--- src/lvdc_pkg.sv ---
// package of constants and types for the low voltage detector control block
//------------------------------------------------------------------------------
// Operation
// - level select cleared by any reset
// - level bit chooses high or low threshold
// - port12 direction resets ones, bits 7:3 one
// - direction bit zero drives pin, one inputs
// - reset mode: reset while supply below threshold
// - interrupt mode: request on supply below threshold
// - mode set above threshold gives no reset
// - any reset sets detector interrupt mask
// - control register resets zero, bits 7,1,0
// - detector reset keeps enable and mode bits
// - flag drives request only enabled, interrupt mode
// - detector reset sets reset source bit 0
//------------------------------------------------------------------------------
package lvdc_pkg;
    // register byte addresses
    localparam logic [15:0] CTRL_ADDR   = 16'hffbe;
    localparam logic [15:0] LEVEL_ADDR  = 16'hffbf;
    localparam logic [15:0] P12DIR_ADDR = 16'hff2c;
    localparam logic [15:0] RSRC_ADDR   = 16'hfea8;
    localparam logic [15:0] IRQ_ADDR    = 16'hfea0;
    // field positions
    localparam int CTRL_EN_BIT   = 7;
    localparam int CTRL_MODE_BIT = 1;
    localparam int CTRL_FLAG_BIT = 0;
    localparam int IRQ_PEND_BIT  = 0;
    localparam int IRQ_MASK_BIT  = 1;
    localparam int RSRC_DET_BIT  = 0;
    // reset values, fixed read bits and response codes
    localparam logic [7:0] CTRL_RST   = 8'h00;
    localparam logic [7:0] LEVEL_RST  = 8'h00;
    localparam logic [7:0] P12DIR_RST = 8'hff;
    localparam logic [7:0] P12DIR_FIX = 8'hf8;
    localparam logic [1:0] RESP_OKAY  = 2'b00;
    localparam logic [1:0] RESP_SLVERR = 2'b10;

    typedef struct packed {
        logic       en;
        logic       mode;
        logic       level;
        logic [2:0] p12dir;
        logic       pend;
        logic       mask;
        logic       rsrc;
        logic [1:0] cmp_sync;
        logic       det_rst;
        logic       awv;
        logic       wv;
        logic [15:0] awaddr;
        logic [31:0] wdata;
        logic [3:0] wstrb;
        logic       bvalid;
        logic [1:0] bresp;
        logic       rvalid;
        logic [31:0] rdata;
        logic [1:0] rresp;
    } lvdc_state_t;
endpackage

--- src/lvdc_ctrl.sv ---
// low voltage detector control logic with axi4-lite register slave
`timescale 1ns/1ps
module lvdc_ctrl
    import lvdc_pkg::*;
(
    input  wire logic        CLK,
    input  wire logic        RESET,
    input  wire logic        OTHER_RESET,
    input  wire logic        CMP_BELOW,
    output logic             CMP_ENABLE,
    output logic             LEVEL_LOW,
    output logic             DET_RESET,
    output logic             IRQ_REQUEST,
    output logic             IRQ_OUT,
    output logic [2:0]       P12_OE,
    input  wire logic [15:0] S_AXI_AWADDR,
    input  wire logic        S_AXI_AWVALID,
    output logic             S_AXI_AWREADY,
    input  wire logic [31:0] S_AXI_WDATA,
    input  wire logic [3:0]  S_AXI_WSTRB,
    input  wire logic        S_AXI_WVALID,
    output logic             S_AXI_WREADY,
    output logic [1:0]       S_AXI_BRESP,
    output logic             S_AXI_BVALID,
    input  wire logic        S_AXI_BREADY,
    input  wire logic [15:0] S_AXI_ARADDR,
    input  wire logic        S_AXI_ARVALID,
    output logic             S_AXI_ARREADY,
    output logic [31:0]      S_AXI_RDATA,
    output logic [1:0]       S_AXI_RRESP,
    output logic             S_AXI_RVALID,
    input  wire logic        S_AXI_RREADY
);
    lvdc_state_t s_r;
    lvdc_state_t s_nxt;
    logic        below;
    logic        wr_go;
    logic        rd_go;
    logic [7:0]  wb;

    //--------------------------------------------------------------------------
    // register decode
    //--------------------------------------------------------------------------
    // address is mapped when it names one of the five byte registers
    function automatic logic mapped(input logic [15:0] a);
        mapped = (a == CTRL_ADDR) || (a == LEVEL_ADDR) || (a == P12DIR_ADDR)
              || (a == RSRC_ADDR) || (a == IRQ_ADDR);
    endfunction

    // comparator output qualified by enable
    assign below = s_r.cmp_sync[1] & s_r.en;
    assign wr_go = s_r.awv & s_r.wv & ~s_r.bvalid;
    assign rd_go = S_AXI_ARVALID & ~s_r.rvalid;
    assign wb    = s_r.wdata[7:0];

    //--------------------------------------------------------------------------
    // next state
    //--------------------------------------------------------------------------
    always_comb begin
        s_nxt = s_r;
        // synchroniser, second stage alone is read
        s_nxt.cmp_sync = {s_r.cmp_sync[0], CMP_BELOW};
        // reset mode asserts reset while below, releases when at or above
        s_nxt.det_rst = s_r.en & s_r.mode & below;
        // interrupt mode event sets pending; set wins over software clear
        if (wr_go && s_r.awaddr == IRQ_ADDR && s_r.wstrb[0]) begin
            s_nxt.pend = wb[IRQ_PEND_BIT];
            s_nxt.mask = wb[IRQ_MASK_BIT];
        end
        if (below && !s_r.mode) begin
            s_nxt.pend = 1'b1;
        end
        // axi write channels
        if (S_AXI_AWVALID && !s_r.awv) begin
            s_nxt.awv    = 1'b1;
            s_nxt.awaddr = S_AXI_AWADDR;
        end
        if (S_AXI_WVALID && !s_r.wv) begin
            s_nxt.wv    = 1'b1;
            s_nxt.wdata = S_AXI_WDATA;
            s_nxt.wstrb = S_AXI_WSTRB;
        end
        if (wr_go) begin
            s_nxt.awv    = 1'b0;
            s_nxt.wv     = 1'b0;
            s_nxt.bvalid = 1'b1;
            s_nxt.bresp  = mapped(s_r.awaddr) ? RESP_OKAY : RESP_SLVERR;
            // only byte lane 0 holds register bits; other lanes are ignored
            if (s_r.wstrb[0]) begin
                unique case (s_r.awaddr)
                    CTRL_ADDR: begin
                        s_nxt.en   = wb[CTRL_EN_BIT];
                        s_nxt.mode = wb[CTRL_MODE_BIT];
                    end
                    LEVEL_ADDR:  s_nxt.level  = wb[0]; // bits 7:1 read zero
                    P12DIR_ADDR: s_nxt.p12dir = wb[2:0];
                    RSRC_ADDR:   ;
                    IRQ_ADDR:    ;
                    default:     ;
                endcase
            end
        end
        if (s_r.bvalid && S_AXI_BREADY) begin
            s_nxt.bvalid = 1'b0;
        end
        // axi read
        if (rd_go) begin
            s_nxt.rvalid = 1'b1;
            s_nxt.rresp  = mapped(S_AXI_ARADDR) ? RESP_OKAY : RESP_SLVERR;
            s_nxt.rdata  = 32'h0000_0000;
            unique case (S_AXI_ARADDR)
                CTRL_ADDR:   s_nxt.rdata[7:0] = {s_r.en, 5'h00, s_r.mode, below};
                LEVEL_ADDR:  s_nxt.rdata[7:0] = {7'h00, s_r.level};
                P12DIR_ADDR: s_nxt.rdata[7:0] = P12DIR_FIX | {5'h00, s_r.p12dir};
                RSRC_ADDR:   s_nxt.rdata[7:0] = {7'h00, s_r.rsrc};
                IRQ_ADDR:    s_nxt.rdata[7:0] = {6'h00, s_r.mask, s_r.pend};
                default:     ;
            endcase
        end
        if (s_r.rvalid && S_AXI_RREADY) begin
            s_nxt.rvalid = 1'b0;
        end
    end

    //--------------------------------------------------------------------------
    // state register and reset behaviour
    //--------------------------------------------------------------------------
    always_ff @(posedge CLK) begin
        if (RESET || OTHER_RESET || s_r.det_rst) begin
            s_r          <= s_nxt;
            s_r.level    <= LEVEL_RST[0];
            s_r.p12dir   <= P12DIR_RST[2:0];
            s_r.mask     <= 1'b1;
            s_r.pend     <= 1'b0;
            s_r.awv      <= 1'b0;
            s_r.wv       <= 1'b0;
            s_r.bvalid   <= 1'b0;
            s_r.rvalid   <= 1'b0;
            // a detector reset keeps its request from s_nxt, so it stands for as
            // long as the supply stays low rather than chopping itself into pulses
            if (RESET || OTHER_RESET) begin
                s_r.det_rst  <= 1'b0;
                s_r.en       <= CTRL_RST[CTRL_EN_BIT];
                s_r.mode     <= CTRL_RST[CTRL_MODE_BIT];
                s_r.rsrc     <= 1'b0;
                s_r.cmp_sync <= 2'b00;
                s_r.awaddr   <= 16'h0000;
                s_r.wdata    <= 32'h0000_0000;
                s_r.wstrb    <= 4'h0;
                s_r.rdata    <= 32'h0000_0000;
                s_r.bresp    <= RESP_OKAY;
                s_r.rresp    <= RESP_OKAY;
            end else begin
                s_r.en   <= s_r.en;
                s_r.mode <= s_r.mode;
                s_r.rsrc <= 1'b1;
            end
        end else begin
            s_r <= s_nxt;
        end
    end

    //--------------------------------------------------------------------------
    // outputs
    //--------------------------------------------------------------------------
    assign CMP_ENABLE    = s_r.en;
    assign LEVEL_LOW     = s_r.level;
    assign DET_RESET     = s_r.det_rst;
    assign IRQ_REQUEST   = s_r.pend;
    assign IRQ_OUT       = s_r.pend & ~s_r.mask;
    assign P12_OE        = ~s_r.p12dir;
    assign S_AXI_AWREADY = ~s_r.awv;
    assign S_AXI_WREADY  = ~s_r.wv;
    assign S_AXI_BVALID  = s_r.bvalid;
    assign S_AXI_BRESP   = s_r.bresp;
    assign S_AXI_ARREADY = ~s_r.rvalid;
    assign S_AXI_RVALID  = s_r.rvalid;
    assign S_AXI_RDATA   = s_r.rdata;
    assign S_AXI_RRESP   = s_r.rresp;
endmodule

--- config.mk ---
export PLATFORM = sky130hd
export DESIGN_NAME = lvdc_ctrl
export DESIGN_NICKNAME = d
export VERILOG_FILES = /design/src/lvdc_pkg.sv /design/src/lvdc_ctrl.sv
export SDC_FILE = /design/constraint.sdc
export NUM_CORES = 1
export LEC_CHECK = 0
export BUFFER_PORTS_ARGS = -buffer_cell sky130_fd_sc_hd__buf_2
export CORE_ASPECT_RATIO = 1.2
export CORE_MARGIN = 2
export CORE_UTILIZATION = 45
export DETAILED_ROUTE_END_ITERATION = 8
export PLACE_DENSITY_LB_ADDON = 0.3
export SKIP_CTS_REPAIR_TIMING = 1
export SLEW_MARGIN = 40
export SYNTH_ARGS = -nofsm -noshare
export SYNTH_HDL_FRONTEND = slang
export SYNTH_SLANG_ARGS = --single-unit
--- constraint.sdc ---
create_clock -name CLK -period 2.64 [get_ports CLK]
set_input_delay 0.396 -clock CLK [delete_from_list [all_inputs] [get_ports CLK]]
set_output_delay 0.396 -clock CLK [all_outputs]
set_load 0.005 [all_outputs]
Word level (Yosys, flattened, before mapping). Index checks and enable logic that the tools add are counted.

Word-level logic and storage cells: 99. Bits in registers: 104. Bits of input ports: 77. Output and inout port bits: 49.

Reductions and logical operators: 30. Bitwise logic cells: 13. Equal/unequal tests: 11. Mux-type cells: 26.

Operator list (number): $eq 16x16->1 const B (10); $mux 104 (1); $mux 52 (1); $pmux 8 s5 (1); $mux 36 (1); $mux 35 (1); $mux 34 (1); $mux 16 (1); $mux 2 (7); $mux 6 (2); $logic_or 1x1->1 (10); $mux 3 (3); $reduce_bool 2->1 (4); $and 1x1->1 (7); $logic_and 1x1->1 (7); $mux 1 (7); $reduce_and 3->1 (2); $reduce_or 2->1 (3); $not 1->1 (5); $reduce_and 4->1 (1); $logic_not 1->1 (3); $not 3->3 (1); $ne 2x2->1 const B (1).

Depth between registers and ports, before layout. Gate-level depths: netlist of run 1.

Word-level depth: 9. Gate-level depth with buffers: 6. Mapped depth without buffers: 5.

Worst setup path after synthesis of run 1. Ideal clock, no wire load.

Kind: flip-flop to flip-flop. From: register s_r, in the netlist S_AXI_BVALID. To: register s_r, in the netlist CMP_ENABLE, enable pin. Cell stages (with the launch flop): 5. Period minus slack after synthesis: 1.860 ns. Buffers on the path: 1. Data arrival time: 1.502 ns. Path slack: 0.780 ns. Library setup time: 0.358 ns. Cell sequence: dfxtp_1 > nand4b_1 > or4_1 > buf_2 > o41ai_1.

Cells in the longest elaborated chain, start to end: 4.

Ends and longest elaborated chain: start: declaration (line lvdc_ctrl.sv:34) `lvdc_state_t s_r;`; start signal: assignment (line lvdc_ctrl.sv:130) `s_r <= s_nxt;`; start signal: assignment (line lvdc_ctrl.sv:159) `s_r <= s_nxt;`; $not 1->1 (line lvdc_ctrl.sv:52) `assign wr_go = s_r.awv & s_r.wv & ~s_r.bvalid;`; $and 1x1->1 (line lvdc_ctrl.sv:52); $reduce_bool 2->1 (no line); $reduce_and 4->1 (no line).

No other way between the ends. A chain may end at the register's enable or synchronous reset.

Worst setup path after layout of run 1.
From: register s_r[85] in the netlist's numbering. To: register s_r[102] in the netlist's numbering, enable pin.

Cells in the longest elaborated chain, start to end: 3.

Ends and longest elaborated chain: $eq 16x16->1 (line lvdc_ctrl.sv:90) `unique case (s_r.awaddr)`; $reduce_bool 2->1 (no line); $reduce_and 4->1 (no line).

No other way between the ends.

==> impl_metrics.tcl, run 1 <==
set metrics [dict create \
    outcome "finished, final reports clean" \
    slew_viol_final 0 \
    clockBufferDepth 2 \
    fin_tns_setup_ns 0 \
    ir_drop_mv 0.334 \
    p_switching_w 0.000464 \
    yosys_warnings 0 \
    initial_utilization_pct 45.9 \
    final_cells 482 \
    chipWidth_um 77.4 \
    p_per_area_nw_per_um2 610 \
    relSlewSlack_pct 61.7 \
    gp_congestion 0.855 \
    setup.worst_path.end_class "flop" \
    post_drt_wl_per_cell_um 12.3 \
    seqPwrFrac_pct 55.0 \
    wirelength_mm 5.92 \
    die_area_um2 7120 \
    antenna_left 0 \
    viasPerCell 5.02 \
    vias 2418 \
    hold_class "primary input to flop" \
    fmax_mhz 463 \
    hold_violations 0 \
    nFillCells 639 \
    p_leak_nw 1.59 \
    grt_pass1_wl_mm 9.82 \
    cp_max_fo 8 \
    io_pins 126 \
    swShare_pct 22.5 \
    cts_tree "yes" \
    clock-sinks 73 \
    clkPwrFrac_pct 38.7 \
    setup_viol 0 \
    htreeDepth 3 \
    fp-row-count 32 \
    syn-mean-instance-area_um2 8.78 \
    die_h_um 92.0 \
    dpl.hpwl_mm 4.35 \
    finish.net_count 469 \
    cts_buffers 9 \
    arrival_ns 2.13 \
    crit_path_start "s_r[85]$_DFF_P_" \
    placed_area_um2 3210 \
    antenna_found_initial 0 \
    path_clk_slew_ns 0.07 \
    core_area_um2 6330 \
    grt_overflow 0 \
    ys_seq_area_share_pct 51.3 \
    r2r-start "s_r[85]$_DFF_P_" \
    synth_cells 331 \
    finalInstanceArea_um2 3390 \
    grt_usage_pct 17.3 \
    root_buffer "clkbuf_8" \
    area_growth_pct 16.7 \
    port_buffers 94 \
    intPower_w 0.00160 \
    rsz0062_at_grt "false" \
    hp-start "CMP_BELOW" \
    fin_crit_ns 2.16 \
    cp.required_ns 2.61 \
    drive_gt1_share_pct 29.5 \
    dpl.cell_count 466 \
    synth.distinct_cells 38 \
    synthesis.area_um2 2910 \
    grt_pass1_vias 2230 \
    syn_nets 408 \
    synthArstFlopShare_pct 0 \
    clock_latency_ns 0.33 \
    tightest_slew_ns 0.573 \
    antenna-diode-count 0 \
    synthFlopType "dfxtp_1" \
    ys_ff_latch 73 \
    period_share_pct 81.8 \
    grt_max_degree 30 \
    drc 0 \
    drv_cap 0 \
    startpoint_type "flop" \
    finClkSkew_ns 0.00633 \
    synth_edf_count 3 \
    pwr-share-comb_pct 6.3 \
    worstSetupPathType "flop to flop" \
    first_iter_violations 92 \
    dr.pass1.iters 4 \
]
-- through the flow --
stage          worst slack (ns)  hold WS (ns)  total power (W)  utilization, %
2_1_floorplan             0.780         0.406          0.00123               -
3_3_place_gp              0.501         0.410          0.00129            50.7
3_5_place_dp              0.494         0.416          0.00129            50.7
4_1_cts                   0.486         0.257          0.00209            53.6
5_1_grt                   0.366         0.263          0.00216            53.6
6_report                  0.482         0.266          0.00207            53.6
-- placed cells by master, fill, tap and decap left out, types with 2 or more instances in the layout --
cell | synthesis | final
clkbuf_8 | 0 | 10
and3_1 | 28 | 28
and2_1 | 2 | 2
buf_4 | 36 | 7
o31ai_1 | 2 | 2
clkbuf_1 | 11 | 3
nand2_1 | 45 | 45
dfxtp_1 | 70 | 70
nand3b_1 | 2 | 2
or4_1 | 2 | 2
edfxtp_1 | 3 | 3
a21oi_1 | 30 | 30
nand3_1 | 10 | 10
nor3_1 | 8 | 8
inv_1 | 10 | 10
nor4_1 | 6 | 6
a22oi_1 | 2 | 2
mux2i_1 | 2 | 2
or3_1 | 3 | 3
o21ai_0 | 11 | 11
buf_2 | 1 | 94
nor2b_1 | 5 | 5
a31oi_1 | 3 | 3
clkinv_2 | 0 | 2
nand4_1 | 2 | 2
nand2b_1 | 5 | 5
nor2_1 | 15 | 15
o211ai_1 | 2 | 2
o21bai_1 | 2 | 2
-- Yosys cell counts (3+ instances only) --
library cell | instances | area, um^2
nand2_1 | 45 | 169
dfxtp_1 | 70 | 1400
edfxtp_1 | 3 | 90.1
a31oi_1 | 3 | 18.8
nand3_1 | 10 | 50.1
and3_1 | 28 | 175
inv_1 | 10 | 37.5
nor4_1 | 6 | 37.5
buf_4 | 36 | 270
o21ai_0 | 11 | 55.1
or3_1 | 3 | 18.8
nor2_1 | 15 | 56.3
buf_1 | 3 | 11.3
nand2b_1 | 5 | 31.3
nor2b_1 | 5 | 31.3
clkbuf_1 | 11 | 41.3
a21oi_1 | 30 | 150
nor3_1 | 8 | 40.0
-- worst paths after layout --
path / cells past startpoint / slack, ns / end
hold reg to reg: 1 / 0.43 / s_r[94]$_DFF_P_
setup / recovery: 3 / 0.48 / s_r[102]$_SDFFCE_PN0P_
setup reg to reg: 3 / 0.48 / s_r[102]$_SDFFCE_PN0P_
hold / removal: 2 / 0.27 / s_nxt[94]$_DFF_P_
-- registers in the layout, summed over array words and instances, names as in the netlist --
signal / count
s_r: 29
S_AXI_BVALID: 1
S_AXI_RDATA: 32
S_AXI_RVALID: 1
DET_RESET: 1
s_nxt: 2
LEVEL_LOW: 1
CMP_ENABLE: 1
IRQ_REQUEST: 1
S_AXI_BRESP: 2
S_AXI_RRESP: 2
-- power by group through the flow --
stage,registers [W],clock network (W),logic (W)
final,0.00114,0.000801,0.000130
after global routing,0.00114,0.000871,0.000147
after CTS,0.00114,0.000823,0.000131
after detailed placement,0.00116,0,0.000130
after global placement,0.00116,0,0.000129
after floorplan,0.00116,0,0.0000728
-- critical path: stages, from the launching register on --
cell	delay, ns
dfxtp_1	0.35
nand4_1	0.17
or4_1	0.69
o41ai_1	0.58
-- cell families (layout without fill, tap and decap cells) --
family	Yosys count	after routing	synth area share (%)
simple gates	138	138	24.3
mux	3	3	1.08
compound gates	55	55	10.6
flops	73	73	51.3
buf+inv	62	128	12.7
-- per-layer routing --
layer  wire length [um]  GRT usage, %  up-vias  share of wire [%]
li1                   -             -     1216                  -
met1               2680          20.4     1113                 45
met5                  0             0        -                  0
met2               2820          29.3       78                 48
met3                306          3.64       11                5.2
met4                108          9.38        0                1.8
-- final cells by class --
class / instances / area, um^2 / area share [%]
sequential: 73 / 1490 / 44.0
multi-input combinational: 196 / 1040 / 30.8
timing repair buffer: 101 / 523 / 15.4
clock buffer: 14 / 174 / 5.13
tap: 85 / 106 / 3.14
inverter: 11 / 41.3 / 1.22
clock inverter: 2 / 10.0 / 0.295
No activity file was read; power rests on OpenSTA's default activity.
==> run 2: changes to the inputs <==
--- a/config.mk
+++ b/config.mk
@@ -8,7 +8,7 @@
 export BUFFER_PORTS_ARGS = -buffer_cell sky130_fd_sc_hd__buf_2
 export CORE_ASPECT_RATIO = 1.2
 export CORE_MARGIN = 2
-export CORE_UTILIZATION = 45
+export CORE_UTILIZATION = 42
 export DETAILED_ROUTE_END_ITERATION = 8
 export PLACE_DENSITY_LB_ADDON = 0.3
 export SKIP_CTS_REPAIR_TIMING = 1
==> constraint.sdc (replaced) <==
create_clock -name CLK -period 1.84 [get_ports CLK]
set_input_delay 0.276 -clock CLK [delete_from_list [all_inputs] [get_ports CLK]]
set_output_delay 0.276 -clock CLK [all_outputs]
set_load 0.005 [all_outputs]
==> impl_metrics.tcl, run 2 (same netlist as run 1, synthesis figures left out) <==
set metrics [dict create \
    period_share_pct 96.4 \
    worstSetupPathType "flop to flop" \
    setup.worst_path.end_class "flop" \
    initial_utilization_pct 42.9 \
    area_growth_pct 18.9 \
    largest_reg_flops 32 \
    startpoint_type "flop" \
    wirelength_mm 6.04 \
    crit_path_cell_trace "nand4_1 > or4_4 > o41ai_2" \
    final_common_cell "buf_2" \
    first_iter_violations 65 \
    drc 0 \
    gp_congestion 0.884 \
    antenna-diode-count 0 \
    clock-sinks 73 \
    rsz0062_at_grt "true" \
    io_pins 126 \
    htreeDepth 3 \
    hold_violations 0 \
    arrival_ns 1.79 \
    port_buffers 94 \
    cts_buffers 9 \
    final_cells 491 \
    cp_max_fo 2 \
    drive_gt1_share_pct 31.9 \
    die_h_um 95.1 \
    chipWidth_um 79.9 \
    setup_viol 0 \
    placed_area_um2 3270 \
    root_buffer "clkbuf_8" \
    dpl.cell_count 475 \
    grt_pass1_vias 2129 \
    dpl.hpwl_mm 4.46 \
    final_cell_mix "buf_2, dfxtp_1, nand2_1" \
    outcome "finished, final reports clean" \
    p_leak_nw 1.62 \
    critPathMaxStageDelay_ns 0.57 \
    cp.required_ns 1.85 \
    finalInstanceArea_um2 3450 \
    cts_tree "yes" \
    finish.net_count 476 \
    cp_slowest_cell "or4_4" \
    post_drt_wl_per_cell_um 12.3 \
    grt_max_degree 30 \
    grt_overflow 0 \
    die_area_um2 7600 \
    hold_class "primary input to flop" \
    relSlewSlack_pct 60.5 \
    antenna_left 0 \
    ir_drop_mv 0.500 \
    drv_cap 0 \
    p_per_area_nw_per_um2 853 \
    finClkSkew_ns 0.0123 \
    fin_util_pct 51.0 \
    core_area_um2 6770 \
    path_clk_slew_ns 0.08 \
    dr.pass1.iters 4 \
    clockBufferDepth 2 \
    fp-row-count 33 \
    vias 2352 \
    clock_latency_ns 0.35 \
    fin_crit_ns 1.77 \
    viasPerCell 4.79 \
    fmax_mhz 563 \
    grt_pass1_wl_mm 9.70 \
    antenna_found_initial 0 \
    slew_viol_final 0 \
    grt_usage_pct 16.5 \
    tightest_slew_ns 0.592 \
]
## run 2: final timing paths
check / slack (ns) / end / startpoint / depth (start not counted)
hold reg to reg: 0.43 / s_r[94]$_DFF_P_ / s_nxt[94]$_DFF_P_ / 1
setup / recovery: 0.07 / s_r[102]$_SDFFCE_PN0P_ / s_r[86]$_DFF_P_ / 3
setup reg to reg: 0.07 / s_r[102]$_SDFFCE_PN0P_ / s_r[86]$_DFF_P_ / 3
hold / removal: 0.13 / s_nxt[94]$_DFF_P_ / CMP_BELOW / 2
## run 2: area by class of cell
class | instances | area, um^2
fill | 682 | 3320
sequential | 73 | 1490
multi-input combinational | 196 | 1060
timing repair buffer | 108 | 576
clock buffer | 10 | 138
tap | 87 | 109
clock inverter | 6 | 42.5
inverter | 11 | 41.3
## run 2: report_power, final
group          switching, W  internal [W]  total (W)
combinational      0.000109     0.0000824   0.000191
clock              0.000598      0.000527    0.00112
sequential        0.0000158       0.00161    0.00163
total              0.000722       0.00222    0.00295
## run 2: per-layer routing
metal	global-route usage [%]	routed length, um	up-vias
met4	9.89	132	0
met3	4.36	418	14
li1	-	-	1236
met2	26.3	2800	76
met5	0	0	-
met1	19.7	2690	1026
## run 2: through the flow
| step | hold WS [ns] | power, W | setup TNS, ns | setup WS (ns) |
|---|---|---|---|---|
| after global routing | 0.127 | 0.00308 | -0.0449 | -0.0151 |
| after CTS | 0.114 | 0.00298 | 0 | 0.00541 |
| after floorplan | 0.398 | 0.00177 | 0 | 0.0854 |
| after detailed placement | 0.418 | 0.00186 | 0 | 0.00845 |
| final | 0.129 | 0.00295 | 0 | 0.0653 |
| after global placement | 0.409 | 0.00185 | 0 | 0.0198 |
## run 2: worst max-delay path: cells and delay by family, from the launching register on
| kind | cells | cell delay [ns] |
|---|---|---|
| flip-flops | 1 | 0.33 |
| AO/OA/AOI/OAI | 1 | 0.40 |
| AND/OR/NAND/NOR | 2 | 0.71 |
